--- src/inc/dnt_pkg.sv ---
package dnt_pkg;
  // byte offsets of the channel registers on the register port
  localparam logic [7:0] OFS_SRC_ADDR  = 8'h00;
  localparam logic [7:0] OFS_DST_ADDR  = 8'h04;
  localparam logic [7:0] OFS_COUNT     = 8'h0C;
  localparam logic [7:0] OFS_MODE_CTRL = 8'h14;
  localparam logic [7:0] OFS_ADDR_CTRL = 8'h18;
  localparam logic [7:0] OFS_MSTOP_A   = 8'h20;

  // mode control fields
  localparam int MC_ENABLE_BIT = 31;
  localparam int MC_SIZE_LO    = 14;
  localparam int MC_MODE_LO    = 12;
  localparam int MC_REQ_LO     = 6;
  // address control fields
  localparam int AC_AMS_BIT    = 31;
  localparam int AC_SRC_UPD_LO = 20;
  localparam int AC_DST_UPD_LO = 16;
  // module stop control a
  localparam int MS_DMA_BIT    = 13;

  // field encodings
  localparam logic [1:0] SIZE_BYTE    = 2'h0;
  localparam logic [1:0] MODE_NORMAL  = 2'h0;
  localparam logic [1:0] REQ_AUTO     = 2'h0;
  localparam logic       AMS_DUAL     = 1'h0;
  localparam logic [1:0] UPD_INC      = 2'h2;
  localparam logic [1:0] UPD_DEC      = 2'h3;

  // values after reset
  localparam logic [31:0] RST_WORD    = 32'h0000_0000;
  localparam logic [1:0]  RST_FIELD   = 2'h0;
  localparam logic        RST_MSTOP   = 1'h1;
  // byte access step
  localparam logic [31:0] STEP_BYTE   = 32'h0000_0001;

  typedef enum logic [1:0] {
    SEQ_IDLE = 2'b00,
    SEQ_RD   = 2'b01,
    SEQ_WR   = 2'b10,
    SEQ_GAP  = 2'b11
  } dnt_seq_t;
endpackage : dnt_pkg

--- src/dnt_xfer_seq.sv ---
`timescale 1ns/1ps
module dnt_xfer_seq (
  // clock and reset
  input  wire logic        clk,
  input  wire logic        srst,
  // channel side
  input  wire logic        start,
  input  wire logic [31:0] src_addr,
  input  wire logic [31:0] dst_addr,
  output logic             done,
  output logic             idle,
  // internal memory bus
  output logic             mem_req,
  output logic             mem_we,
  output logic [31:0]      mem_addr,
  output logic [7:0]       mem_wdata,
  input  wire logic [7:0]  mem_rdata,
  input  wire logic        mem_ack
);
  dnt_pkg::dnt_seq_t state_r, state_nxt;
  logic        req_r, req_nxt, we_r, we_nxt, done_r, done_nxt;
  logic [31:0] addr_r, addr_nxt;
  logic [7:0]  data_r, data_nxt;

  always_comb begin
    state_nxt = state_r;
    req_nxt   = req_r;
    we_nxt    = we_r;
    addr_nxt  = addr_r;
    data_nxt  = data_r;
    done_nxt  = 1'b0;
    case (state_r)
      dnt_pkg::SEQ_IDLE: begin
        if (start) begin
          state_nxt = dnt_pkg::SEQ_RD;
          req_nxt   = 1'b1;
          we_nxt    = 1'b0;
          addr_nxt  = src_addr;
        end
      end
      dnt_pkg::SEQ_RD: begin
        // read first, byte held for the write
        if (mem_ack) begin
          state_nxt = dnt_pkg::SEQ_WR;
          we_nxt    = 1'b1;
          addr_nxt  = dst_addr;
          data_nxt  = mem_rdata;
        end
      end
      dnt_pkg::SEQ_WR: begin
        if (mem_ack) begin
          state_nxt = dnt_pkg::SEQ_GAP;
          req_nxt   = 1'b0;
          we_nxt    = 1'b0;
          done_nxt  = 1'b1;
        end
      end
      dnt_pkg::SEQ_GAP: begin
        // bus stays released for two cycles, this one and idle, so the cpu can take it between transfers
        state_nxt = dnt_pkg::SEQ_IDLE;
      end
      default: begin
        state_nxt = dnt_pkg::SEQ_IDLE;
        req_nxt   = 1'b0;
      end
    endcase
  end

  always_ff @(posedge clk) begin
    if (srst) begin
      state_r <= dnt_pkg::SEQ_IDLE;
      req_r   <= 1'b0;
      we_r    <= 1'b0;
      addr_r  <= dnt_pkg::RST_WORD;
      data_r  <= 8'h00;
      done_r  <= 1'b0;
    end else begin
      state_r <= state_nxt;
      req_r   <= req_nxt;
      we_r    <= we_nxt;
      addr_r  <= addr_nxt;
      data_r  <= data_nxt;
      done_r  <= done_nxt;
    end
  end

  assign mem_req   = req_r;
  assign mem_we    = we_r;
  assign mem_addr  = addr_r;
  assign mem_wdata = data_r;
  assign done      = done_r;
  assign idle      = (state_r == dnt_pkg::SEQ_IDLE);

  a_read_then_write: assert property (@(posedge clk) disable iff (srst)
    mem_req && !mem_we && mem_ack |=> mem_req && mem_we && mem_wdata == $past(mem_rdata))
    else $error("write does not follow read with the read byte");
  a_bus_release: assert property (@(posedge clk) disable iff (srst)
    done |-> !mem_req ##1 !mem_req)
    else $error("bus not released between transfers");
  a_write_addr: assert property (@(posedge clk) disable iff (srst)
    $rose(mem_we) |-> mem_addr == $past(dst_addr))
    else $error("write cycle not at destination");
endmodule : dnt_xfer_seq

--- src/dnt_channel.sv ---
// Design decisions made here: the strobed register port and the register addresses.
`timescale 1ns/1ps
// What this block does
// - software enable starts a block move of the programmed byte count.
// - auto request, cycle stealing, normal mode, dual addressing, byte access.
// - source address register 32-bit read/write, advanced after each transfer.
// - destination address register 32-bit read/write, advanced after each transfer.
// - count register holds total bytes, reduced by access size per transfer.
// - byte access reduces count by one; reads show bytes remaining.
// - all logic runs on the system clock only.
// - module stop bit 13 halts the channel; software clears it first.
// - transfers only while enable bit 31 is one.
// - size, mode and request fields at 00 mean byte, normal, auto.
// - address mode bit 31: 0 dual, 1 single.
// - update field 10 increments the address by one per byte.
module dnt_channel (
  // system clock and reset
  input  wire logic        clk,
  input  wire logic        srst,
  // register port
  input  wire logic [7:0]  reg_addr,
  input  wire logic [31:0] reg_wdata,
  input  wire logic        reg_wr,
  input  wire logic        reg_rd,
  output logic [31:0]      reg_rdata,
  // internal memory bus
  output logic             mem_req,
  output logic             mem_we,
  output logic [31:0]      mem_addr,
  output logic [7:0]       mem_wdata,
  input  wire logic [7:0]  mem_rdata,
  input  wire logic        mem_ack
);
  logic [31:0] source_address_r, source_address_nxt;
  logic [31:0] destination_address_r, destination_address_nxt;
  logic [31:0] transfer_count_r, transfer_count_nxt;
  logic        transfer_enable_r, transfer_enable_nxt;
  logic [1:0]  access_size_r, access_size_nxt;
  logic [1:0]  transfer_mode_r, transfer_mode_nxt;
  logic [1:0]  request_source_r, request_source_nxt;
  logic        address_mode_r, address_mode_nxt;
  logic [1:0]  src_update_r, src_update_nxt;
  logic [1:0]  dst_update_r, dst_update_nxt;
  logic        dma_module_stop_r, dma_module_stop_nxt;
  logic [31:0] rdata_r, rdata_nxt;
  logic [31:0] mode_word, addr_word;
  logic        cfg_ok, start, done, seq_idle;
  logic        wr_src, wr_dst, wr_cnt, wr_mode, wr_actl, wr_mstop;

  assign wr_src   = reg_wr && reg_addr == dnt_pkg::OFS_SRC_ADDR;
  assign wr_dst   = reg_wr && reg_addr == dnt_pkg::OFS_DST_ADDR;
  assign wr_cnt   = reg_wr && reg_addr == dnt_pkg::OFS_COUNT;
  assign wr_mode  = reg_wr && reg_addr == dnt_pkg::OFS_MODE_CTRL;
  assign wr_actl  = reg_wr && reg_addr == dnt_pkg::OFS_ADDR_CTRL;
  assign wr_mstop = reg_wr && reg_addr == dnt_pkg::OFS_MSTOP_A;

  // only the one supported configuration moves data
  assign cfg_ok = access_size_r == dnt_pkg::SIZE_BYTE && transfer_mode_r == dnt_pkg::MODE_NORMAL
               && request_source_r == dnt_pkg::REQ_AUTO && address_mode_r == dnt_pkg::AMS_DUAL;

  // start is withheld while done is high: registers are updating that cycle
  assign start = transfer_enable_r && !dma_module_stop_r && cfg_ok
              && transfer_count_r != dnt_pkg::RST_WORD && !done;

  always_comb begin
    mode_word = dnt_pkg::RST_WORD;
    mode_word[dnt_pkg::MC_ENABLE_BIT] = transfer_enable_r;
    mode_word[dnt_pkg::MC_SIZE_LO +: 2] = access_size_r;
    mode_word[dnt_pkg::MC_MODE_LO +: 2] = transfer_mode_r;
    mode_word[dnt_pkg::MC_REQ_LO +: 2] = request_source_r;
    addr_word = dnt_pkg::RST_WORD;
    addr_word[dnt_pkg::AC_AMS_BIT] = address_mode_r;
    addr_word[dnt_pkg::AC_SRC_UPD_LO +: 2] = src_update_r;
    addr_word[dnt_pkg::AC_DST_UPD_LO +: 2] = dst_update_r;
  end

  always_comb begin
    source_address_nxt      = source_address_r;
    destination_address_nxt = destination_address_r;
    transfer_count_nxt      = transfer_count_r;
    transfer_enable_nxt     = transfer_enable_r;
    access_size_nxt         = access_size_r;
    transfer_mode_nxt       = transfer_mode_r;
    request_source_nxt      = request_source_r;
    address_mode_nxt        = address_mode_r;
    src_update_nxt          = src_update_r;
    dst_update_nxt          = dst_update_r;
    dma_module_stop_nxt     = dma_module_stop_r;
    // hardware updates first, a software write in the same cycle overrides
    if (done) begin
      if (src_update_r == dnt_pkg::UPD_INC) begin
        source_address_nxt = source_address_r + dnt_pkg::STEP_BYTE;
      end else if (src_update_r == dnt_pkg::UPD_DEC) begin
        source_address_nxt = source_address_r - dnt_pkg::STEP_BYTE;
      end
      if (dst_update_r == dnt_pkg::UPD_INC) begin
        destination_address_nxt = destination_address_r + dnt_pkg::STEP_BYTE;
      end else if (dst_update_r == dnt_pkg::UPD_DEC) begin
        destination_address_nxt = destination_address_r - dnt_pkg::STEP_BYTE;
      end
      transfer_count_nxt = transfer_count_r - dnt_pkg::STEP_BYTE;
      if (transfer_count_nxt == dnt_pkg::RST_WORD) begin
        transfer_enable_nxt = 1'b0;
      end
    end else if (transfer_enable_r && seq_idle && transfer_count_r == dnt_pkg::RST_WORD) begin
      transfer_enable_nxt = 1'b0;
    end
    if (wr_src) begin
      source_address_nxt = reg_wdata;
    end
    if (wr_dst) begin
      destination_address_nxt = reg_wdata;
    end
    if (wr_cnt) begin
      transfer_count_nxt = reg_wdata;
    end
    if (wr_mode) begin
      transfer_enable_nxt = reg_wdata[dnt_pkg::MC_ENABLE_BIT];
      access_size_nxt     = reg_wdata[dnt_pkg::MC_SIZE_LO +: 2];
      transfer_mode_nxt   = reg_wdata[dnt_pkg::MC_MODE_LO +: 2];
      request_source_nxt  = reg_wdata[dnt_pkg::MC_REQ_LO +: 2];
    end
    if (wr_actl) begin
      address_mode_nxt = reg_wdata[dnt_pkg::AC_AMS_BIT];
      src_update_nxt   = reg_wdata[dnt_pkg::AC_SRC_UPD_LO +: 2];
      dst_update_nxt   = reg_wdata[dnt_pkg::AC_DST_UPD_LO +: 2];
    end
    if (wr_mstop) begin
      dma_module_stop_nxt = reg_wdata[dnt_pkg::MS_DMA_BIT];
    end
  end

  always_comb begin
    rdata_nxt = dnt_pkg::RST_WORD;
    if (reg_rd) begin
      case (reg_addr)
        dnt_pkg::OFS_SRC_ADDR:  rdata_nxt = source_address_r;
        dnt_pkg::OFS_DST_ADDR:  rdata_nxt = destination_address_r;
        dnt_pkg::OFS_COUNT:     rdata_nxt = transfer_count_r;
        dnt_pkg::OFS_MODE_CTRL: rdata_nxt = mode_word;
        dnt_pkg::OFS_ADDR_CTRL: rdata_nxt = addr_word;
        dnt_pkg::OFS_MSTOP_A:   rdata_nxt[dnt_pkg::MS_DMA_BIT] = dma_module_stop_r;
        default:                rdata_nxt = dnt_pkg::RST_WORD;
      endcase
    end
  end

  // single system clock domain, no peripheral clock
  always_ff @(posedge clk) begin
    if (srst) begin
      source_address_r      <= dnt_pkg::RST_WORD;
      destination_address_r <= dnt_pkg::RST_WORD;
      transfer_count_r      <= dnt_pkg::RST_WORD;
      transfer_enable_r     <= 1'b0;
      access_size_r         <= dnt_pkg::RST_FIELD;
      transfer_mode_r       <= dnt_pkg::RST_FIELD;
      request_source_r      <= dnt_pkg::RST_FIELD;
      address_mode_r        <= 1'b0;
      src_update_r          <= dnt_pkg::RST_FIELD;
      dst_update_r          <= dnt_pkg::RST_FIELD;
      dma_module_stop_r     <= dnt_pkg::RST_MSTOP;
      rdata_r               <= dnt_pkg::RST_WORD;
    end else begin
      source_address_r      <= source_address_nxt;
      destination_address_r <= destination_address_nxt;
      transfer_count_r      <= transfer_count_nxt;
      transfer_enable_r     <= transfer_enable_nxt;
      access_size_r         <= access_size_nxt;
      transfer_mode_r       <= transfer_mode_nxt;
      request_source_r      <= request_source_nxt;
      address_mode_r        <= address_mode_nxt;
      src_update_r          <= src_update_nxt;
      dst_update_r          <= dst_update_nxt;
      dma_module_stop_r     <= dma_module_stop_nxt;
      rdata_r               <= rdata_nxt;
    end
  end

  assign reg_rdata = rdata_r;

  dnt_xfer_seq u_seq (
    .clk       (clk),
    .srst      (srst),
    .start     (start),
    .src_addr  (source_address_r),
    .dst_addr  (destination_address_r),
    .done      (done),
    .idle      (seq_idle),
    .mem_req   (mem_req),
    .mem_we    (mem_we),
    .mem_addr  (mem_addr),
    .mem_wdata (mem_wdata),
    .mem_rdata (mem_rdata),
    .mem_ack   (mem_ack)
  );

  a_count_dec: assert property (@(posedge clk) disable iff (srst)
    done && !wr_cnt |=> transfer_count_r == $past(transfer_count_r) - 32'h0000_0001)
    else $error("count not reduced by one after transfer");
  a_src_inc: assert property (@(posedge clk) disable iff (srst)
    done && !wr_src && src_update_r == 2'h2 |=> source_address_r == $past(source_address_r) + 32'h0000_0001)
    else $error("source address not incremented");
  a_dst_inc: assert property (@(posedge clk) disable iff (srst)
    done && !wr_dst && dst_update_r == 2'h2 |=> destination_address_r == $past(destination_address_r) + 32'h0000_0001)
    else $error("destination address not incremented");
  a_end_clear: assert property (@(posedge clk) disable iff (srst)
    done && !wr_mode && transfer_count_r == 32'h0000_0001 |=> !transfer_enable_r ##1 !mem_req)
    else $error("enable not cleared at end of block");
  a_start_gate: assert property (@(posedge clk) disable iff (srst)
    $rose(mem_req) |-> $past(transfer_enable_r && !dma_module_stop_r && cfg_ok))
    else $error("transfer started while disabled or stopped");
  a_stop_hold: assert property (@(posedge clk) disable iff (srst)
    dma_module_stop_r && seq_idle |=> !mem_req)
    else $error("transfer started in module stop");
  a_read_src: assert property (@(posedge clk) disable iff (srst)
    $rose(mem_req) |-> !mem_we && mem_addr == $past(source_address_r))
    else $error("transfer does not open with source read");
  a_rdata_slot: assert property (@(posedge clk) disable iff (srst)
    reg_rd && reg_addr == dnt_pkg::OFS_COUNT |=> reg_rdata == $past(transfer_count_r))
    else $error("count read data wrong");

  c_block_end: cover property (@(posedge clk) disable iff (srst) done ##1 !transfer_enable_r);
  c_back_to_back: cover property (@(posedge clk) disable iff (srst) done ##2 $rose(mem_req));
  c_stop_cleared: cover property (@(posedge clk) disable iff (srst) $fell(dma_module_stop_r));
endmodule : dnt_channel

--- config.mk ---
export PLATFORM = sky130hd
export DESIGN_NAME = dnt_channel
export DESIGN_NICKNAME = d
export VERILOG_FILES = /design/src/inc/dnt_pkg.sv /design/src/dnt_xfer_seq.sv /design/src/dnt_channel.sv
export SDC_FILE = /design/constraint.sdc
export NUM_CORES = 1
export LEC_CHECK = 0
export BUFFER_PORTS_ARGS = -buffer_cell sky130_fd_sc_hd__clkbuf_2
export CORE_UTILIZATION = 53
export CTS_BUF_LIST = sky130_fd_sc_hd__clkbuf_2
export CTS_CLUSTER_SIZE = 25
export DETAILED_ROUTE_END_ITERATION = 6
export GPL_TIMING_DRIVEN = 0
export PLACE_DENSITY = 0.73
export REMOVE_ABC_BUFFERS = 1
export SLEW_MARGIN = 20
export SYNTH_ARGS = -nofsm -noshare
export SYNTH_HDL_FRONTEND = slang
export SYNTH_SLANG_ARGS = --single-unit
--- constraint.sdc ---
create_clock -name clk -period 4.15 [get_ports clk]
set_clock_uncertainty 0.2 [all_clocks]
set_input_delay 0.415 -clock clk [delete_from_list [all_inputs] [get_ports clk]]
set_output_delay 0.415 -clock clk [all_outputs]
set_load 0.05 [all_outputs]
Word level (Yosys, flattened, before mapping)
Index checks and enable logic that the tools add are counted.
{"block": "totals", "inputBits": 53, "ff_bits": 186, "wordCells": 117}
{"block": "op_classes", "eq_ne": 16, "reduce_logical": 44, "add_sub_neg": 5, "muxes": 31, "n_bitwise": 3}
{"operator": "$mux W32", "count": 12}
{"operator": "$sub A32 B1 Y32 const B", "count": 3}
{"operator": "$pmux W18 S5", "count": 1}
{"operator": "$add A32 B1 Y32 const B", "count": 2}
{"operator": "$logic_not A32 Y1", "count": 2}
{"operator": "$pmux W32 S2", "count": 1}
{"operator": "$pmux W13 S4", "count": 1}
{"operator": "$reduce_bool A32 Y1", "count": 1}
{"operator": "$eq A8 B5 Y1 const B", "count": 2}
{"operator": "$logic_and A1 B1 Y1", "count": 15}
{"operator": "$eq A2 B2 Y1 const B", "count": 6}
{"operator": "$reduce_bool A3 Y1", "count": 4}
{"operator": "$reduce_bool A2 Y1", "count": 5}
{"operator": "$mux W1", "count": 9}
{"operator": "$reduce_and A3 Y1", "count": 3}
{"operator": "$eq A8 B3 Y1 const B", "count": 1}
{"operator": "$eq A8 B4 Y1 const B", "count": 1}
{"operator": "$eq A8 B6 Y1 const B", "count": 1}
{"operator": "$logic_not A2 Y1", "count": 4}
{"operator": "$logic_not A8 Y1", "count": 1}
{"operator": "$pmux W2 S4", "count": 1}
{"operator": "$reduce_and A2 Y1", "count": 4}
{"operator": "$mux W2", "count": 3}
{"operator": "$ne A2 B2 Y1 const B", "count": 3}
{"operator": "other kinds (9)", "count": 13}

Depth between registers and ports, before layout
{"block": "logic_depth", "depth_word": 9, "ltp_mapped": 14, "depth_no_buf": 12}

Modules after synthesis
A second synthesis with hierarchy kept.
{"block": "hier_totals", "cells_unflattened": 1458, "hier_area_um2": 12052.8}
{"module": "dnt_channel", "seq_area_each_um2": 2822.7, "instances": 1, "area_per_inst_um2": 9816.9, "cells_each": 1240}
{"module": "dnt_xfer_seq", "seq_area_each_um2": 900.9, "instances": 1, "area_per_inst_um2": 2235.9, "cells_each": 218}

Worst setup path before layout
No wires, ideal clock.
{"block": "synth_path", "path_kind": "flip-flop to flip-flop", "startpoint": "register dst_update_r[0]", "endpoint": "register destination_address_r[31]", "path_buffers": 1, "setup_slack_ns": 0.426, "period_less_slack_ns": 3.724, "stages_incl_launch_ff": 14, "setup_time_ns": 0.092, "arrival_time_ns": 3.432, "path_cell_list": "dfxtp_1 > nand2b_1 > ha_1 > clkbuf_1 > a21o_1 > a21o_1 > a21o_1 > a21oi_1 > o221ai_1 > a31oi_1 > nor3b_1 > o31a_1 > o211a_1 > nor4_1"}
{"block": "synth_via", "elab_chain_len": 4, "elab_cells_between_ends": 7}
{"element": "start: declaration", "line_no": "dnt_channel.sv:43", "text": "logic [1:0] dst_update_r, dst_update_nxt;"}
{"element": "start signal: assignment", "line_no": "dnt_channel.sv:160", "text": "dst_update_r <= dnt_pkg::RST_FIELD;"}
{"element": "start signal: assignment", "line_no": "dnt_channel.sv:173", "text": "dst_update_r <= dst_update_nxt;"}
{"element": "$eq A2 B2 Y1", "line_no": "dnt_channel.sv:96", "text": "if (dst_update_r == dnt_pkg::UPD_INC) begin"}
{"element": "$mux W32", "line_no": "dnt_channel.sv:96"}
{"element": "$mux W32", "line_no": "dnt_channel.sv:90", "text": "if (done) begin"}
{"element": "$mux W32", "line_no": "dnt_channel.sv:111", "text": "if (wr_dst) begin"}
{"element": "end signal: assignment", "line_no": "dnt_channel.sv:152", "text": "destination_address_r <= dnt_pkg::RST_WORD;"}
{"element": "end signal: assignment", "line_no": "dnt_channel.sv:165", "text": "destination_address_r <= destination_address_nxt;"}
{"element": "end: declaration", "line_no": "dnt_channel.sv:35", "text": "logic [31:0] destination_address_r, destination_address_nxt;"}
Parallel ways exist; a longest one is shown, timed or not. The select of a mux whose other input is x is not followed.
A chain may end at the register's enable or synchronous reset.

Worst setup path after layout
{"block": "layout_path", "startpoint": "register dst_update_r[1]", "endpoint": "register destination_address_r[31]"}
The elaborated chain is that of the path after synthesis.

==> flow_summary.json <==
{
  "status": "complete, but fails checks",
  "violations": "design-rule violations",
  "post-route-util": 0.6365,
  "powerDensity_nw_per_um2": 215.3,
  "grt_pass1_wl_um": 57170,
  "finalHoldViolCount": 0,
  "yosys-top-cells-area": "dfxtp_1, ha_1, nor2_1, a21oi_1, nand2_1",
  "place_congestion": 0.9416,
  "clk_pin_slew_ns": 0.26,
  "worst_setup_path_end_kind": "flop",
  "start_util": 0.5461,
  "slew_violations": 0,
  "finalNonFillerCells": 1859,
  "drt-wirelength-per-cell_um": 19.84,
  "critPathArrivalTime_ns": 4.50,
  "cp_max_fo": 17,
  "die_area_um2": 22530,
  "relSlewSlack": 0.2270,
  "antenna_found_initial": 1,
  "ctsHtreeMaxLevel": 4,
  "timing_worst_slew_pin_value_ns": 1.159,
  "synth-edff-count": 0,
  "synth.distinct_cells": 69,
  "mostFrequentLayoutCells": "nor2_1, dfxtp_1, clkbuf_2, nand2_1, a21oi_1",
  "layout_setup_ws_ns": 0.1863,
  "yosys_warnings": 0,
  "via_per_inst": 6.307,
  "finalSetupViolCount": 0,
  "placed_area_um2": 12530,
  "insertion_delay_ns": 0.82,
  "core_um2": 21290,
  "syn_area_um2": 11620,
  "rows": 53,
  "synth_top_cell_by_area": "dfxtp_1",
  "placement.setup.worst_slack_ns": 0.01854,
  "netlist_instances": 1424,
  "cts_made_buffers": 17,
  "num-nets-final": 1691,
  "ys_seq_area_frac": 0.3203,
  "multi_input_area_um2": 7503,
  "die_width_um": 150.1,
  "rsz0062_at_grt": "false",
  "max_cap_viol_count": 0,
  "ir_worst_vdd_v": 0.0001438,
  "grtUsageTotal": 0.3264,
  "overflow": 0,
  "dr.pass1.iters": 7,
  "drc": 14,
  "avgSynthCellArea_um2": 8.163,
  "min_period_over_period": 0.9551,
  "num_vias": 11724,
  "ant_nets": 0,
  "dp.cells": 1749,
  "portBuffers": 126,
  "ctsRootBufferMaster": "clkbuf_2",
  "fmax_mhz": 252.3,
  "final_common_cell": "nor2_1",
  "ys.flop_type": "dfxtp_1",
  "cts.sinks": 186,
  "crit_type": "flop to flop",
  "nFillCells": 1864,
  "finalWirelength_um": 36880,
  "first_global_vias": 10643,
  "clk_path_buf_depth": 2,
  "final-seq-area_um2": 3724,
  "design_area_um2": 13550,
  "area_growth_pct": 16.56,
  "worstPathRequired_ns": 4.68,
  "hpwl_um": 24850,
  "drt-initial-drc-count": 1297,
  "dieHeight_um": 150.1,
  "synth-seq-cells": 186,
  "start_kind": "flop",
  "top_level_ports": 127,
  "async_flop_share": 0,
  "drive_above_1_share": 0.1510,
  "hold_path_class": "primary input to flop",
  "synth.top_cell.area_share": 0.3203,
  "cts_tree": "built",
  "grt_max_degree": 96,
  "period_needed_ns": 3.964,
  "p_leak_nw": 5.361
}
stage by stage:
step | power [W] | TNS, ns | hold WS [ns]
4_1_cts | 0.002916 | 0 | 0.1617
6_report | 0.002917 | 0 | 0.2155
2_1_floorplan | 0.001905 | -56.93 | 0.2434
3_3_place_gp | 0.002001 | -469.93 | 0.2421
3_5_place_dp | 0.002008 | 0 | 0.2468
5_1_grt | 0.003009 | 0 | 0.1895
power by group:
group | internal (W) | total (W) | switching, W
Sequential | 0.00180 | 0.00180 | 0.00000399
Combinational | 0.0000915 | 0.000220 | 0.000129
Clock | 0.000218 | 0.000896 | 0.000678
Total | 0.00211 | 0.00292 | 0.000811
logic make-up (layout without fill, tap and decap cells):
logic type	count (synthesis)	in the layout	synth area share
fa+ha+maj	68	68	0.07449
other cells	0	1	0
xor+xnor	82	82	0.06179
flops	186	186	0.3203
compound gates	434	434	0.2707
buf+inv	114	273	0.04370
mux	42	42	0.03638
simple gates	498	498	0.1926
Yosys cell counts (14+ instances only):
master,count
a311oi_1,32
a21oi_1,110
xnor2_1,53
dfxtp_1,186
o21ai_0,59
nor3_1,33
nor2_1,205
mux2i_1,40
or3_1,14
nand2_1,136
nor4_1,15
clkbuf_1,80
a211oi_1,45
ha_1,66
a21o_1,34
a222oi_1,26
nand3_1,32
inv_1,21
a211oi_2,32
xor2_1,29
metal layers:
metal | track usage | part of all wire
met5 | 0 | 0
met4 | 0.08687 | 0.015
met3 | 0.05697 | 0.093
met2 | 0.5222 | 0.45
met1 | 0.4511 | 0.44
registers in the layout (all words and copies together) (netlist names), 2 cells and up:
name and cells:
source_address_r 32, request_source_r 2, access_size_r 2, u_seq.mem_addr 32, dst_update_r 2, u_seq.state_r 2
reg_rdata 32, u_seq.mem_wdata 8, destination_address_r 32, transfer_mode_r 2, src_update_r 2, transfer_count_r 32
layout make-up:
| class | instances | area share |
|---|---|---|
| tap | 275 | 0.02540 |
| inverter | 21 | 0.005818 |
| antenna | 1 | 0.0001847 |
| clock inverter | 15 | 0.009051 |
| multi-input combinational | 1124 | 0.5538 |
| sequential | 186 | 0.2748 |
| timing repair buffer | 220 | 0.1246 |
| clock buffer | 17 | 0.006280 |
worst max-delay path, cell delays in order (launching register included):
cell	delay, ns
dfxtp_1	0.51
nand2b_4	0.23
ha_1	0.35
a21o_1	0.18
a21oi_1	0.30
o211ai_1	0.34
a31oi_2	0.33
o221ai_1	0.23
a31oi_2	0.38
nor3b_1	0.11
o31a_1	0.27
o211a_1	0.21
nor4_1	0.25
timing repair:
item,4_1_cts,5_1_grt
hold buffers,76,0
buffers inserted,0,1
endpoints found under the setup margin,1,14
resized for setup,1,7
endpoints found under the hold margin,140,0
final timing paths:
kind / from / to / slack, ns / cells after the start
hold / removal: reg_wdata[24] / source_address_r[24] / 0.22 / 4
hold reg to reg: request_source_r[0] / request_source_r[0] / 0.30 / 2
setup reg to reg: dst_update_r[1] / destination_address_r[31] / 0.19 / 12
setup / recovery: dst_update_r[1] / destination_address_r[31] / 0.19 / 12
Note: power is estimated with default switching activity, not from simulation.
